$ cat config.mk
export PLATFORM = sky130hd
export DESIGN_NAME = vpiu_top
export DESIGN_NICKNAME = d
export VERILOG_FILES = /design/src/rtl/vpiu_pkg.sv /design/src/rtl/vpiu_arb_if.sv /design/src/rtl/vpiu_prio_enc.sv /design/src/rtl/vpiu_ext_detect.sv /design/src/rtl/vpiu_top.sv
export SDC_FILE = /design/constraint.sdc
export NUM_CORES = 1
export LEC_CHECK = 0
export BUFFER_PORTS_ARGS = -buffer_cell sky130_fd_sc_hd__buf_2
export CAP_MARGIN = 20
export CORE_MARGIN = 2
export CORE_UTILIZATION = 47
export DETAILED_ROUTE_END_ITERATION = 10
export GPL_TIMING_DRIVEN = 0
export HOLD_SLACK_MARGIN = 0.1
export PLACE_DENSITY = 0.85
export SYNTH_ARGS = -nofsm -noshare
export SYNTH_HDL_FRONTEND = slang
export SYNTH_SLANG_ARGS = --single-unit
export TNS_END_PERCENT = 5
$ cat constraint.sdc
create_clock -name core_clk -period 1.7 [get_ports core_clk]
set_input_delay 0.34 -clock core_clk [delete_from_list [all_inputs] [get_ports core_clk]]
set_output_delay 0.34 -clock core_clk [all_outputs]
set_load 0.02 [all_outputs]
$ cat src/rtl/vpiu_pkg.sv
package vpiu_pkg;

  // Vector table geometry: sixteen two-byte slots at the top of memory
  localparam int NUM_SLOTS = 16;
  localparam int SLOT_W = 4;
  localparam logic [15:0] VEC_BASE = 16'hffe0;
  localparam logic [15:0] VEC_RESET = 16'hfffe;

  // Fixed slots for the two unmaskable sources
  localparam logic [SLOT_W-1:0] SLOT_RESET = 4'hf;
  localparam logic [SLOT_W-1:0] SLOT_TRAP = 4'he;

  // Source counts of this build
  localparam int NUM_EXT = 4;
  localparam int NUM_PERIPH = 4;
  localparam int NUM_SRC = NUM_EXT + NUM_PERIPH;

  // Stack frame size on entry
  localparam logic [2:0] FRAME_BYTES = 3'h5;
  localparam logic [2:0] FRAME_LAST = 3'h4;

  // External pin sensitivity modes
  localparam logic [1:0] EXT_LOW = 2'h0;
  localparam logic [1:0] EXT_FALL = 2'h1;
  localparam logic [1:0] EXT_RISE = 2'h2;
  localparam logic [1:0] EXT_BOTH = 2'h3;

  // Core register selected by a stack transfer
  typedef enum logic [2:0] {
    VPIU_STK_PCL,
    VPIU_STK_PCH,
    VPIU_STK_X,
    VPIU_STK_A,
    VPIU_STK_CC
  } vpiu_stk_sel_t;

  // Sequencer states
  typedef enum logic [2:0] {
    VPIU_ST_BOOT,
    VPIU_ST_IDLE,
    VPIU_ST_PUSH,
    VPIU_ST_VEC_HI,
    VPIU_ST_VEC_LO,
    VPIU_ST_LOAD,
    VPIU_ST_POP
  } vpiu_state_t;

endpackage

$ cat src/rtl/vpiu_arb_if.sv
`timescale 1ns/1ns
// Pending slot vector out to the encoder, winning slot back
interface vpiu_arb_if;
  logic [vpiu_pkg::NUM_SLOTS-1:0] pend;
  logic win_valid;
  logic [vpiu_pkg::SLOT_W-1:0] win_slot;

  modport ctl (output pend, input win_valid, input win_slot);
  modport enc (input pend, output win_valid, output win_slot);
endinterface

$ cat src/rtl/vpiu_prio_enc.sv
`timescale 1ns/1ns
module vpiu_prio_enc (
  vpiu_arb_if.enc arb
);

  // Highest slot index wins; later iterations override earlier ones
  always_comb begin
    arb.win_valid = 1'b0;
    arb.win_slot = '0;
    for (int i = 0; i < vpiu_pkg::NUM_SLOTS; i++) begin
      if (arb.pend[i]) begin
        arb.win_valid = 1'b1;
        arb.win_slot = vpiu_pkg::SLOT_W'(i);
      end
    end
  end

endmodule

$ cat src/rtl/vpiu_ext_detect.sv
`timescale 1ns/1ns
module vpiu_ext_detect (
  input wire logic core_clk,
  input wire logic rst_n,
  input wire logic pin,
  input wire logic [1:0] mode,
  input wire logic ack,
  output logic req
);

  logic prev_r;
  logic seen_r;
  logic edge_r;
  logic hit;

  // Edge event for the selected mode; no edge until one sample is known
  always_comb begin
    hit = 1'b0;
    if (seen_r) begin
      case (mode)
        vpiu_pkg::EXT_FALL: hit = prev_r & ~pin;
        vpiu_pkg::EXT_RISE: hit = ~prev_r & pin;
        vpiu_pkg::EXT_BOTH: hit = prev_r ^ pin;
        default: hit = 1'b0;
      endcase
    end
  end

  // Previous pin sample
  always_ff @(posedge core_clk or negedge rst_n) begin
    if (!rst_n) begin
      prev_r <= 1'b0;
      seen_r <= 1'b0;
    end else begin
      prev_r <= pin;
      seen_r <= 1'b1;
    end
  end

  // Edge memory: a fresh edge in the ack cycle is kept, set beats clear
  always_ff @(posedge core_clk or negedge rst_n) begin
    if (!rst_n) begin
      edge_r <= 1'b0;
    end else if (hit) begin
      edge_r <= 1'b1;
    end else if (ack || mode == vpiu_pkg::EXT_LOW) begin
      edge_r <= 1'b0;
    end
  end

  // Low level requests directly, edges through the memory
  assign req = (mode == vpiu_pkg::EXT_LOW) ? ~pin : edge_r;

endmodule

$ cat src/rtl/vpiu_top.sv
`timescale 1ns/1ns
// What this block does
// Among simultaneous pending requests only the highest priority one is granted.
// After service, next pending request granted by priority; none is lost.
// Vector is a 16-bit handler address; core loads PC from it.
// Every source owns a fixed two-byte slot from FFE0h up to FFFEh.
// Reset fetches main program start from FFFEh and has top priority.
// Several causes of one peripheral may share one slot.
// Slot count and source-to-slot mapping are per-variant parameters.
// Global mask set blocks every maskable grant.
// Masked requests stay pending and are granted once mask clears.
// Reset and trap ignore the global mask; all others obey it.
// External pin request on low level, falling, rising or both edges.
// Timer raises request on overflow, capture or compare match.
// Entry pushes PC, X, A and CC; Y is not pushed.
// Every entry pushes exactly five stack bytes.
// After saving state, hardware sets the global mask bit.
// Return from handler pops CC, A, X, then PC.
// Arbitration and grant happen only at instruction boundaries.
// Maskable requests stay high until software clears peripheral flag. External pin edge requests here clear on their own grant instead.
module vpiu_top #(
  // Slot of each maskable source, four bits per source, ext pins first
  parameter logic [vpiu_pkg::NUM_SRC*vpiu_pkg::SLOT_W-1:0] SRC_SLOT_MAP = 32'h89ab_cdef
) (
  input wire logic core_clk,
  input wire logic rst_n,
  input wire logic instr_boundary,
  input wire logic trap_req,
  input wire logic return_from_handler,
  input wire logic global_mask,
  input wire logic [vpiu_pkg::NUM_EXT-1:0] ext_pin,
  input wire logic [2*vpiu_pkg::NUM_EXT-1:0] ext_mode,
  input wire logic [vpiu_pkg::NUM_PERIPH-1:0] periph_req,
  input wire logic [7:0] vec_rd_data,
  output logic vec_rd,
  output logic [15:0] vec_addr,
  output logic pc_load,
  output logic [15:0] pc_value,
  output logic stk_push,
  output logic stk_pop,
  output vpiu_pkg::vpiu_stk_sel_t stk_sel,
  output logic set_mask,
  output logic grant,
  output logic [vpiu_pkg::SLOT_W-1:0] grant_slot,
  output logic busy
);

  vpiu_pkg::vpiu_state_t state_r;
  vpiu_pkg::vpiu_state_t state_nxt;
  logic [2:0] cnt_r;
  logic [7:0] vec_hi_r;
  logic [vpiu_pkg::SLOT_W-1:0] slot_r;
  logic [vpiu_pkg::NUM_EXT-1:0] ext_req;
  logic [vpiu_pkg::NUM_EXT-1:0] ext_ack;
  logic [vpiu_pkg::NUM_SRC-1:0] src_req;
  logic [vpiu_pkg::NUM_SLOTS-1:0] mask_pend;
  logic take;
  logic [15:0] slot_addr;

  vpiu_arb_if arb ();

  // One detector per external pin; its edge memory clears on its own grant
  for (genvar g = 0; g < vpiu_pkg::NUM_EXT; g++) begin : g_ext
    assign ext_ack[g] = grant
      && grant_slot == SRC_SLOT_MAP[g*vpiu_pkg::SLOT_W +: vpiu_pkg::SLOT_W];
    vpiu_ext_detect u_det (
      .core_clk(core_clk),
      .rst_n(rst_n),
      .pin(ext_pin[g]),
      .mode(ext_mode[2*g +: 2]),
      .ack(ext_ack[g]),
      .req(ext_req[g])
    );
  end

  // Peripheral lines are levels held by their own flags, so no latch here
  assign src_req = {periph_req, ext_req};

  // Fold sources onto slots; shared slots simply OR their causes
  always_comb begin
    mask_pend = '0;
    for (int s = 0; s < vpiu_pkg::NUM_SRC; s++) begin
      if (src_req[s]) begin
        mask_pend[SRC_SLOT_MAP[s*vpiu_pkg::SLOT_W +: vpiu_pkg::SLOT_W]] = 1'b1;
      end
    end
  end

  // Mask gates the maskable group only; trap bypasses it
  always_comb begin
    arb.pend = global_mask ? '0 : mask_pend;
    if (trap_req) begin
      arb.pend[vpiu_pkg::SLOT_TRAP] = 1'b1;
    end
  end

  vpiu_prio_enc u_enc (
    .arb(arb)
  );

  // Arbitrate only when idle and the core sits between instructions
  assign take = state_r == vpiu_pkg::VPIU_ST_IDLE && instr_boundary
    && arb.win_valid && !return_from_handler;

  // Two bytes per slot above the base
  assign slot_addr = vpiu_pkg::VEC_BASE
    + {11'h000, slot_r, 1'b0};

  // Next state
  always_comb begin
    state_nxt = state_r;
    case (state_r)
      vpiu_pkg::VPIU_ST_BOOT: state_nxt = vpiu_pkg::VPIU_ST_VEC_HI;
      vpiu_pkg::VPIU_ST_IDLE: begin
        if (return_from_handler && instr_boundary) begin
          state_nxt = vpiu_pkg::VPIU_ST_POP;
        end else if (take) begin
          state_nxt = vpiu_pkg::VPIU_ST_PUSH;
        end
      end
      vpiu_pkg::VPIU_ST_PUSH: begin
        if (cnt_r == vpiu_pkg::FRAME_LAST) begin
          state_nxt = vpiu_pkg::VPIU_ST_VEC_HI;
        end
      end
      vpiu_pkg::VPIU_ST_VEC_HI: state_nxt = vpiu_pkg::VPIU_ST_VEC_LO;
      vpiu_pkg::VPIU_ST_VEC_LO: state_nxt = vpiu_pkg::VPIU_ST_LOAD;
      vpiu_pkg::VPIU_ST_LOAD: state_nxt = vpiu_pkg::VPIU_ST_IDLE;
      vpiu_pkg::VPIU_ST_POP: begin
        if (cnt_r == vpiu_pkg::FRAME_LAST) begin
          state_nxt = vpiu_pkg::VPIU_ST_IDLE;
        end
      end
      default: state_nxt = vpiu_pkg::VPIU_ST_IDLE;
    endcase
  end

  // State register; reset always starts with the boot vector fetch
  always_ff @(posedge core_clk or negedge rst_n) begin
    if (!rst_n) begin
      state_r <= vpiu_pkg::VPIU_ST_BOOT;
    end else begin
      state_r <= state_nxt;
    end
  end

  // Stack byte counter shared by push and pop
  always_ff @(posedge core_clk or negedge rst_n) begin
    if (!rst_n) begin
      cnt_r <= '0;
    end else if (state_r == vpiu_pkg::VPIU_ST_PUSH || state_r == vpiu_pkg::VPIU_ST_POP) begin
      cnt_r <= (cnt_r == vpiu_pkg::FRAME_LAST) ? '0 : cnt_r + 3'h1;
    end else begin
      cnt_r <= '0;
    end
  end

  // Winning slot is frozen at the grant; reset forces the top slot
  always_ff @(posedge core_clk or negedge rst_n) begin
    if (!rst_n) begin
      slot_r <= vpiu_pkg::SLOT_RESET;
    end else if (take) begin
      slot_r <= arb.win_slot;
    end
  end

  // Grant pulse and the slot it names
  always_ff @(posedge core_clk or negedge rst_n) begin
    if (!rst_n) begin
      grant <= 1'b0;
      grant_slot <= '0;
    end else begin
      grant <= take;
      grant_slot <= take ? arb.win_slot : grant_slot;
    end
  end

  // Push PCL, PCH, X, A, CC on entry; pop the reverse on return. Y untouched.
  always_ff @(posedge core_clk or negedge rst_n) begin
    if (!rst_n) begin
      stk_push <= 1'b0;
      stk_pop <= 1'b0;
      stk_sel <= vpiu_pkg::VPIU_STK_PCL;
    end else begin
      stk_push <= state_r == vpiu_pkg::VPIU_ST_PUSH;
      stk_pop <= state_r == vpiu_pkg::VPIU_ST_POP;
      if (state_r == vpiu_pkg::VPIU_ST_PUSH) begin
        stk_sel <= vpiu_pkg::vpiu_stk_sel_t'(cnt_r);
      end else if (state_r == vpiu_pkg::VPIU_ST_POP) begin
        stk_sel <= vpiu_pkg::vpiu_stk_sel_t'(vpiu_pkg::FRAME_LAST - cnt_r);
      end
    end
  end

  // Mask request pulses with the last (CC) push of the frame; boot leaves it to the core
  always_ff @(posedge core_clk or negedge rst_n) begin
    if (!rst_n) begin
      set_mask <= 1'b0;
    end else begin
      set_mask <= state_r == vpiu_pkg::VPIU_ST_PUSH && cnt_r == vpiu_pkg::FRAME_LAST;
    end
  end

  // Vector read: high byte at the even address, data back one cycle later
  always_ff @(posedge core_clk or negedge rst_n) begin
    if (!rst_n) begin
      vec_rd <= 1'b0;
      vec_addr <= vpiu_pkg::VEC_RESET;
    end else if (state_r == vpiu_pkg::VPIU_ST_BOOT) begin
      vec_rd <= 1'b1;
      vec_addr <= vpiu_pkg::VEC_RESET;
    end else if (state_r == vpiu_pkg::VPIU_ST_PUSH && cnt_r == vpiu_pkg::FRAME_LAST) begin
      vec_rd <= 1'b1;
      vec_addr <= slot_addr;
    end else if (state_r == vpiu_pkg::VPIU_ST_VEC_HI) begin
      vec_rd <= 1'b1;
      vec_addr <= vec_addr | 16'h0001;
    end else begin
      vec_rd <= 1'b0;
    end
  end

  // High byte capture
  always_ff @(posedge core_clk or negedge rst_n) begin
    if (!rst_n) begin
      vec_hi_r <= '0;
    end else if (state_r == vpiu_pkg::VPIU_ST_VEC_LO) begin
      vec_hi_r <= vec_rd_data;
    end
  end

  // Handler address to the program counter
  always_ff @(posedge core_clk or negedge rst_n) begin
    if (!rst_n) begin
      pc_load <= 1'b0;
      pc_value <= '0;
    end else begin
      pc_load <= state_r == vpiu_pkg::VPIU_ST_LOAD;
      if (state_r == vpiu_pkg::VPIU_ST_LOAD) begin
        pc_value <= {vec_hi_r, vec_rd_data};
      end
    end
  end

  // Core must hold off instruction fetch while the sequencer works
  always_ff @(posedge core_clk or negedge rst_n) begin
    if (!rst_n) begin
      busy <= 1'b1;
    end else begin
      busy <= state_nxt != vpiu_pkg::VPIU_ST_IDLE;
    end
  end

endmodule

# Word-level counts from Yosys, hierarchy flattened
# Cells that the tools add are included.
[totals] reg_bits=73 in_bits=30
[classes] add_sub_neg=3 n_eq_ne=24 mux=76 bitwise=20 reduce_logical=27
[ops] operator="$mux 16" n=3
[ops] operator="$mux 1" n=46
[ops] operator="$mux 3" n=12
[ops] operator="$mux 4" n=8
[ops] operator="$pmux 3 s6" n=1
[ops] operator="$eq 2x2->1 const B" n=8
[ops] operator="$eq 4x4->1 const B" n=4
[ops] operator="$eq 3x3->1 const B" n=4
[ops] operator="$pmux 1 s3" n=4
[ops] operator="$reduce_bool 2->1" n=6
[ops] operator="$logic_and 1x1->1" n=9
[ops] operator="$and 1x1->1" n=8
[ops] operator="$eq 2x1->1 const B" n=4
[ops] operator="$logic_not 2->1" n=4
[ops] operator="$not 1->1" n=8
[ops] operator="$add 6x6->7 const A" n=1
[ops] operator="$eq 3x2->1 const B" n=2
[ops] operator="$logic_or 1x1->1" n=5
[ops] operator="$mux 2" n=2
[ops] operator="$xor 1x1->1" n=4
[ops] operator="$add 3x1->3 const B" n=1
[ops] operator="$eq 3x1->1 const B" n=1
[ops] operator="$logic_not 3->1" n=1
[ops] operator="$ne 3x1->1 const B" n=1
[ops] operator="3 further kinds" n=3

# Longest topological paths before layout
[depth] depth_word=26 depth_mapped=7 depth_no_buf=7

# By module
# A second synthesis with hierarchy kept.
[unflattened] hier_cells=291 hier_area_um2=3239.4
[by_module_without_submodules] mod="vpiu_top" n_inst=1 cells_per_inst=186 area_per_inst_um2=2347.3 seq_area_each_um2=1363.8
[by_module_without_submodules] mod="vpiu_ext_detect" n_inst=4 cells_per_inst=19 area_per_inst_um2=182.7 seq_area_each_um2=75.1
[by_module_without_submodules] mod="vpiu_prio_enc" n_inst=1 cells_per_inst=29 area_per_inst_um2=161.4 seq_area_each_um2=0.0

# Least setup slack after synthesis
# OpenSTA, ideal clock, no wires.
[synth_path] path_type="input to register" from="input port ext_mode[0] (netlist name)" to="register grant_slot[1] (netlist name)" setup_ns=0.125 t_arrival_ns=1.582 path_slack_ns=-0.007 stages=5 n_path_buf=0 cell_sequence="or3_4 nand2_2 nor2b_2 o31ai_4 mux2_4"
[synth_via] elab_chain_cells=7 word_cells_on_any_way=8 cone_classes="mux (5); reduce/logical (3)"
[synth_lines] item="from (decl)" line_no="vpiu_top.sv:32" text="input wire logic [2*vpiu_pkg::NUM_EXT-1:0] ext_mode,"
[synth_lines] item="$logic_not 2->1" line_no="vpiu_ext_detect.sv:52" text="assign req = (mode == vpiu_pkg::EXT_LOW) ? ~pin : edge_r;"
[synth_lines] item="$mux 1" line_no="vpiu_ext_detect.sv:52"
[synth_lines] item="$mux 1" line_no="vpiu_top.sv:83" text="if (src_req[s]) begin"
[synth_lines] item="$mux 16" line_no="vpiu_top.sv:91" text="arb.pend = global_mask ? '0 : mask_pend;"
[synth_lines] item="$mux 1" line_no="vpiu_prio_enc.sv:11" text="if (arb.pend[i]) begin"
[synth_lines] item="$logic_and 1x1->1 (2 in a row)" line_no="vpiu_top.sv:103" text="&& arb.win_valid && !return_from_handler;"
[synth_lines] item="via take" line_no="vpiu_top.sv:57" text="logic take;"
[synth_lines] item="to (signal assigned)" line_no="vpiu_top.sv:174" text="grant_slot <= take ? arb.win_slot : grant_slot;"
[synth_lines] item="to (decl)" line_no="vpiu_top.sv:44" text="output logic [vpiu_pkg::SLOT_W-1:0] grant_slot,"
# The timed path passes the listed nets, and every way through them passes these cells.
# A chain may end at the register's enable or synchronous reset.

# Final worst setup path
[layout_path] from="register g_ext[2].u_det.edge_r" to="register slot_r[3] (netlist name)"
[layout_via] elab_chain_cells=8 word_cells_on_any_way=11 cone_classes="mux (9); reduce/logical (2)"
[layout_lines] item="from (decl)" line_no="vpiu_ext_detect.sv:13" text="logic edge_r;"
[layout_lines] item="from (signal assigned)" line_no="vpiu_ext_detect.sv:43" text="edge_r <= 1'b0;"
[layout_lines] item="from (signal assigned)" line_no="vpiu_ext_detect.sv:45" text="edge_r <= 1'b1;"
[layout_lines] item="from (signal assigned)" line_no="vpiu_ext_detect.sv:47" text="edge_r <= 1'b0;"
[layout_lines] item="$mux 1" line_no="vpiu_ext_detect.sv:52"
[layout_lines] item="$mux 1" line_no="vpiu_top.sv:83"
[layout_lines] item="$mux 16" line_no="vpiu_top.sv:91"
[layout_lines] item="$mux 1 (3 in a row)" line_no="vpiu_prio_enc.sv:11"
[layout_lines] item="$logic_and 1x1->1 (2 in a row)" line_no="vpiu_top.sv:103"
[layout_lines] item="via take" line_no="vpiu_top.sv:57"
[layout_lines] item="to (signal assigned)" line_no="vpiu_top.sv:161" text="slot_r <= vpiu_pkg::SLOT_RESET;"
[layout_lines] item="to (signal assigned)" line_no="vpiu_top.sv:163" text="slot_r <= arb.win_slot;"
[layout_lines] item="to (decl)" line_no="vpiu_top.sv:52" text="logic [vpiu_pkg::SLOT_W-1:0] slot_r;"
# The timed path passes the listed nets, and every way through them passes these cells.

==> summary.md <==
| Metric | Value |
|---|---|
| First-pass GRT wire length | approximately 10 mm |
| Core area | slightly below 6000 um2 |
| Critical Path RT | just under 2 ns |
| Number of antenna-violating nets in the routed design | 0 |
| CP Data Arrival Time | just under 2 ns |
| CP endpoint kind | flip-flop |
| Async SR Flop Fraction | between 90% and 100% |
| Number of global-route vias before repair | around 2200 |
| Number of library cell types mapped by synthesis | 46 |
| Post-synth top area share | about 45% |
| Sequential area share after synthesis | between 50% and 60% |
| Period utilization | 97.8% |
| Die ar. | slightly below 7000 um2 |
| # IOs | 76 |
| Fin crit period | 1.66 ns |
| Hold WC Path Type | in2reg |
| CTS Buffer Depth | 2 |
| Clock buffer count from CTS | 9 |
| Antenna diodes | 0 |
| Slew Limit Fails | 0 |
| Die W | 82.8 um |
| CTS tree | yes |
| Via count | ~2200 |
| Ys flop type | dfrtp_1 |
| Fraction of layout cells with a size suffix above 1 | between 40% and 50% |
| Clock-pin slew on the worst setup and hold paths | roughly 0.07 ns |
| Post-route setup TNS | 0 ns |
| Worst-Margin Slew | roughly 0.66 ns |
| Clk_lat worst skew | 0.34 ns |
| Top delay family on crit path | simple AND/OR/NAND/NOR gates |
| Syn avg cell area | approximately 12 um2 |
| Final hold vios | 0 |
| Crit path largest cell delay | ~0.36 ns |
| GRT overflow | 0 |
| Die height | just over 80 um |
| Final Total Pwr | approximately 6.4 mW |
| Detail Placement HPWL | roughly 4.3 mm |
| CTS sink count | 63 |
| WP buf/inv | 1 |
| RSZ-0062 raised after global routing | true |
| H-tree levels | 3 |
| Multi-input logic area | approximately 1200 um2 |
| Register area | roughly 1600 um2 |
| Yosys reg bits | 63 |
| Routability cong. | between 0.7 and 0.8 |
| Cell Area, Synth | 2920 um2 |
| WHS | ~0.15 ns |
| Final nets | 387 |
| Worst IR Drop VDD | 1130 uV |
| TritonRoute pass-1 iters | 4 |
| Final WS setup | between 0.03 and 0.04 ns |
| Critical path's slowest cell | dfrtp_1 |
| P per Cell Area | 1720 nW/um2 |
| Clock root buffer | clkbuf_8 |
| Initial antenna violation count | 0 |
| Rel. slew slack | a little under three fifths |
| Wire per inst | between 10 and 15 um |
| Port buffer count | between 70 and 80 |
| Count leader, synth | dfrtp_1 |
| Vias per cell | ~5.1 |
| Post-synth top cells | 53 x dfrtp_1, 25 x inv_1, 24 x mux2_2 |
| Starting DRT DRC Count | 77 |
| Critical Path Source Type | flip-flop |
| Initial Util | between 40% and 50% |
| Worst slack at placement | -0.268 ns |
| Dpl cells | 405 |
| Fin Clk Skew | ~0.0076 ns |
| Worst path cell trace | o21a_1 > nor4_4 > nor2b_4 > o31ai_4 > buf_4 > or2_2 |
| Final setup vio count | 0 |
| Critical path class | reg2reg |
| Residual DRC | 0 |
| Pin count of the biggest net entering global routing | 37 |
| Synth-to-Final Area Change | 27.4% |
| Drt total wl | about 6.0 mm |
| Synth warn | 0 |
| Synth area leader | dfrtp_1 |
| Fmax | 0.602 GHz |
| Rows | 28 |
| GRT Total Usage | a little under a fifth |
| Status | finished, final reports clean |
| CP Max Fanout | 6 |
| Syn_nets | ~300 |
| Max_cap viols | 0 |
| Non-Filler Instances | ~430 |
| Fill cell count | 499 |
| Gate Count Post-Synth | 254 |
| Largest cells by area after synthesis | dfrtp_1 45%, mux2_2 9.3%, dfstp_2 9.0%, ha_1 4.7%, inv_1 3.2% |
| EDFF count, synth | 0 |
| Pleak | ~1.8 nW |
==> timing repair <==
action / CTS / global route
pin swaps: 1 / 2
gates resized for setup: 5 / 6
buffers inserted: 3 / 1
hold buffers: 1 / 0
endpoints found under the setup margin: 26 / 18
endpoints found under the hold margin: 17 / 0
==> power by group <==
group	switching [mW]	total, mW	leakage (nW)	internal (mW)
combinational	1.39	2.46	0.955	1.07
clock	0.592	1.41	0.102	0.820
sequential	0.344	2.52	0.750	2.17
total	2.33	6.39	1.81	4.06
==> layout make-up <==
type                            count  share of cell area (%)
Buffer                             14                    2.76
Tap cell                           75                    2.52
Multi-Input combinational cell    152                    31.8
Timing Repair Buffer               81                    12.0
Clock buffer                       10                    3.43
Sequential cell                    63                    42.7
Clock inverter                      6                    2.29
Inverter                           25                    2.52
==> sequential cells by signal, indices dropped and copies added, names as in the netlist, 4 cells and up <==
| name | cells |
|---|---|
| pc_value | 16 |
| g_ext.u_det.edge_r | 4 |
| vec_addr | 6 |
| grant_slot | 4 |
| g_ext.u_det.prev_r | 4 |
| slot_r | 4 |
| vec_hi_r | 8 |
==> cells by family (layout without fill, tap and decap cells) <==
family,count (synthesis),after routing,share of synthesized area (%)
DFF,63,63,54.4
and+or+nand+nor,61,61,10.9
AOI/OAI and AO/OA,44,44,10.1
buffers and inverters,39,136,6.51
muxes,34,34,13.0
adders and majority gates,11,11,4.71
other,1,1,0.128
xor gates and xnor gates,1,1,0.300
==> cells in the final DEF (no fill, tap or decap), types with 3 or more instances in the layout <==
cell type   n
buf_2      76
a21oi_1    10
dfrtp_1    53
o2bb2ai_1   3
nor3_1      4
o22ai_1     4
nand2_1    17
buf_4      14
dfstp_2    10
clkbuf_8    9
o21ai_0    14
o21a_1      3
mux2_2     24
inv_1      25
nor2_1     14
and2_1      3
mux2i_1     8
ha_1       11
==> final timing paths <==
| kind | slack, ns | cells past startpoint | to | from |
|---|---|---|---|---|
| min in group asynchronous | 0.56 | 2 | stk_sel[1] | rst_n |
| max reg2reg | 0.04 | 6 | slot_r[3] | g_ext[2].u_det.edge_r |
| max | 0.04 | 6 | slot_r[3] | g_ext[2].u_det.edge_r |
| min reg2reg | 0.47 | 1 | cnt_r[0] | cnt_r[0] |
| max in group asynchronous | 0.54 | 3 | vec_hi_r[1] | rst_n |
| min | 0.15 | 1 | g_ext[0].u_det.prev_r | ext_pin[0] |
==> stage by stage <==
step / util, % / cell area [um2]
2_1_floorplan: - / 2920
3_3_place_gp: 56.9 / 3390
3_5_place_dp: 57.3 / 3410
4_1_cts: 61.7 / 3670
5_1_grt: 62.5 / 3720
6_report: 62.5 / 3720
==> routing by layer <==
| metal | GRT usage, % | vias to the layer above | wire length, um |
|---|---|---|---|
| li1 | - | 1033 | - |
| met4 | 6.71 | 0 | 85 |
| met3 | 6.76 | 10 | 372 |
| met5 | 0 | - | 0 |
| met1 | 23.0 | 1077 | 2580 |
| met2 | 30.5 | 57 | 2920 |
No activity file was read; power rests on OpenSTA's default activity.
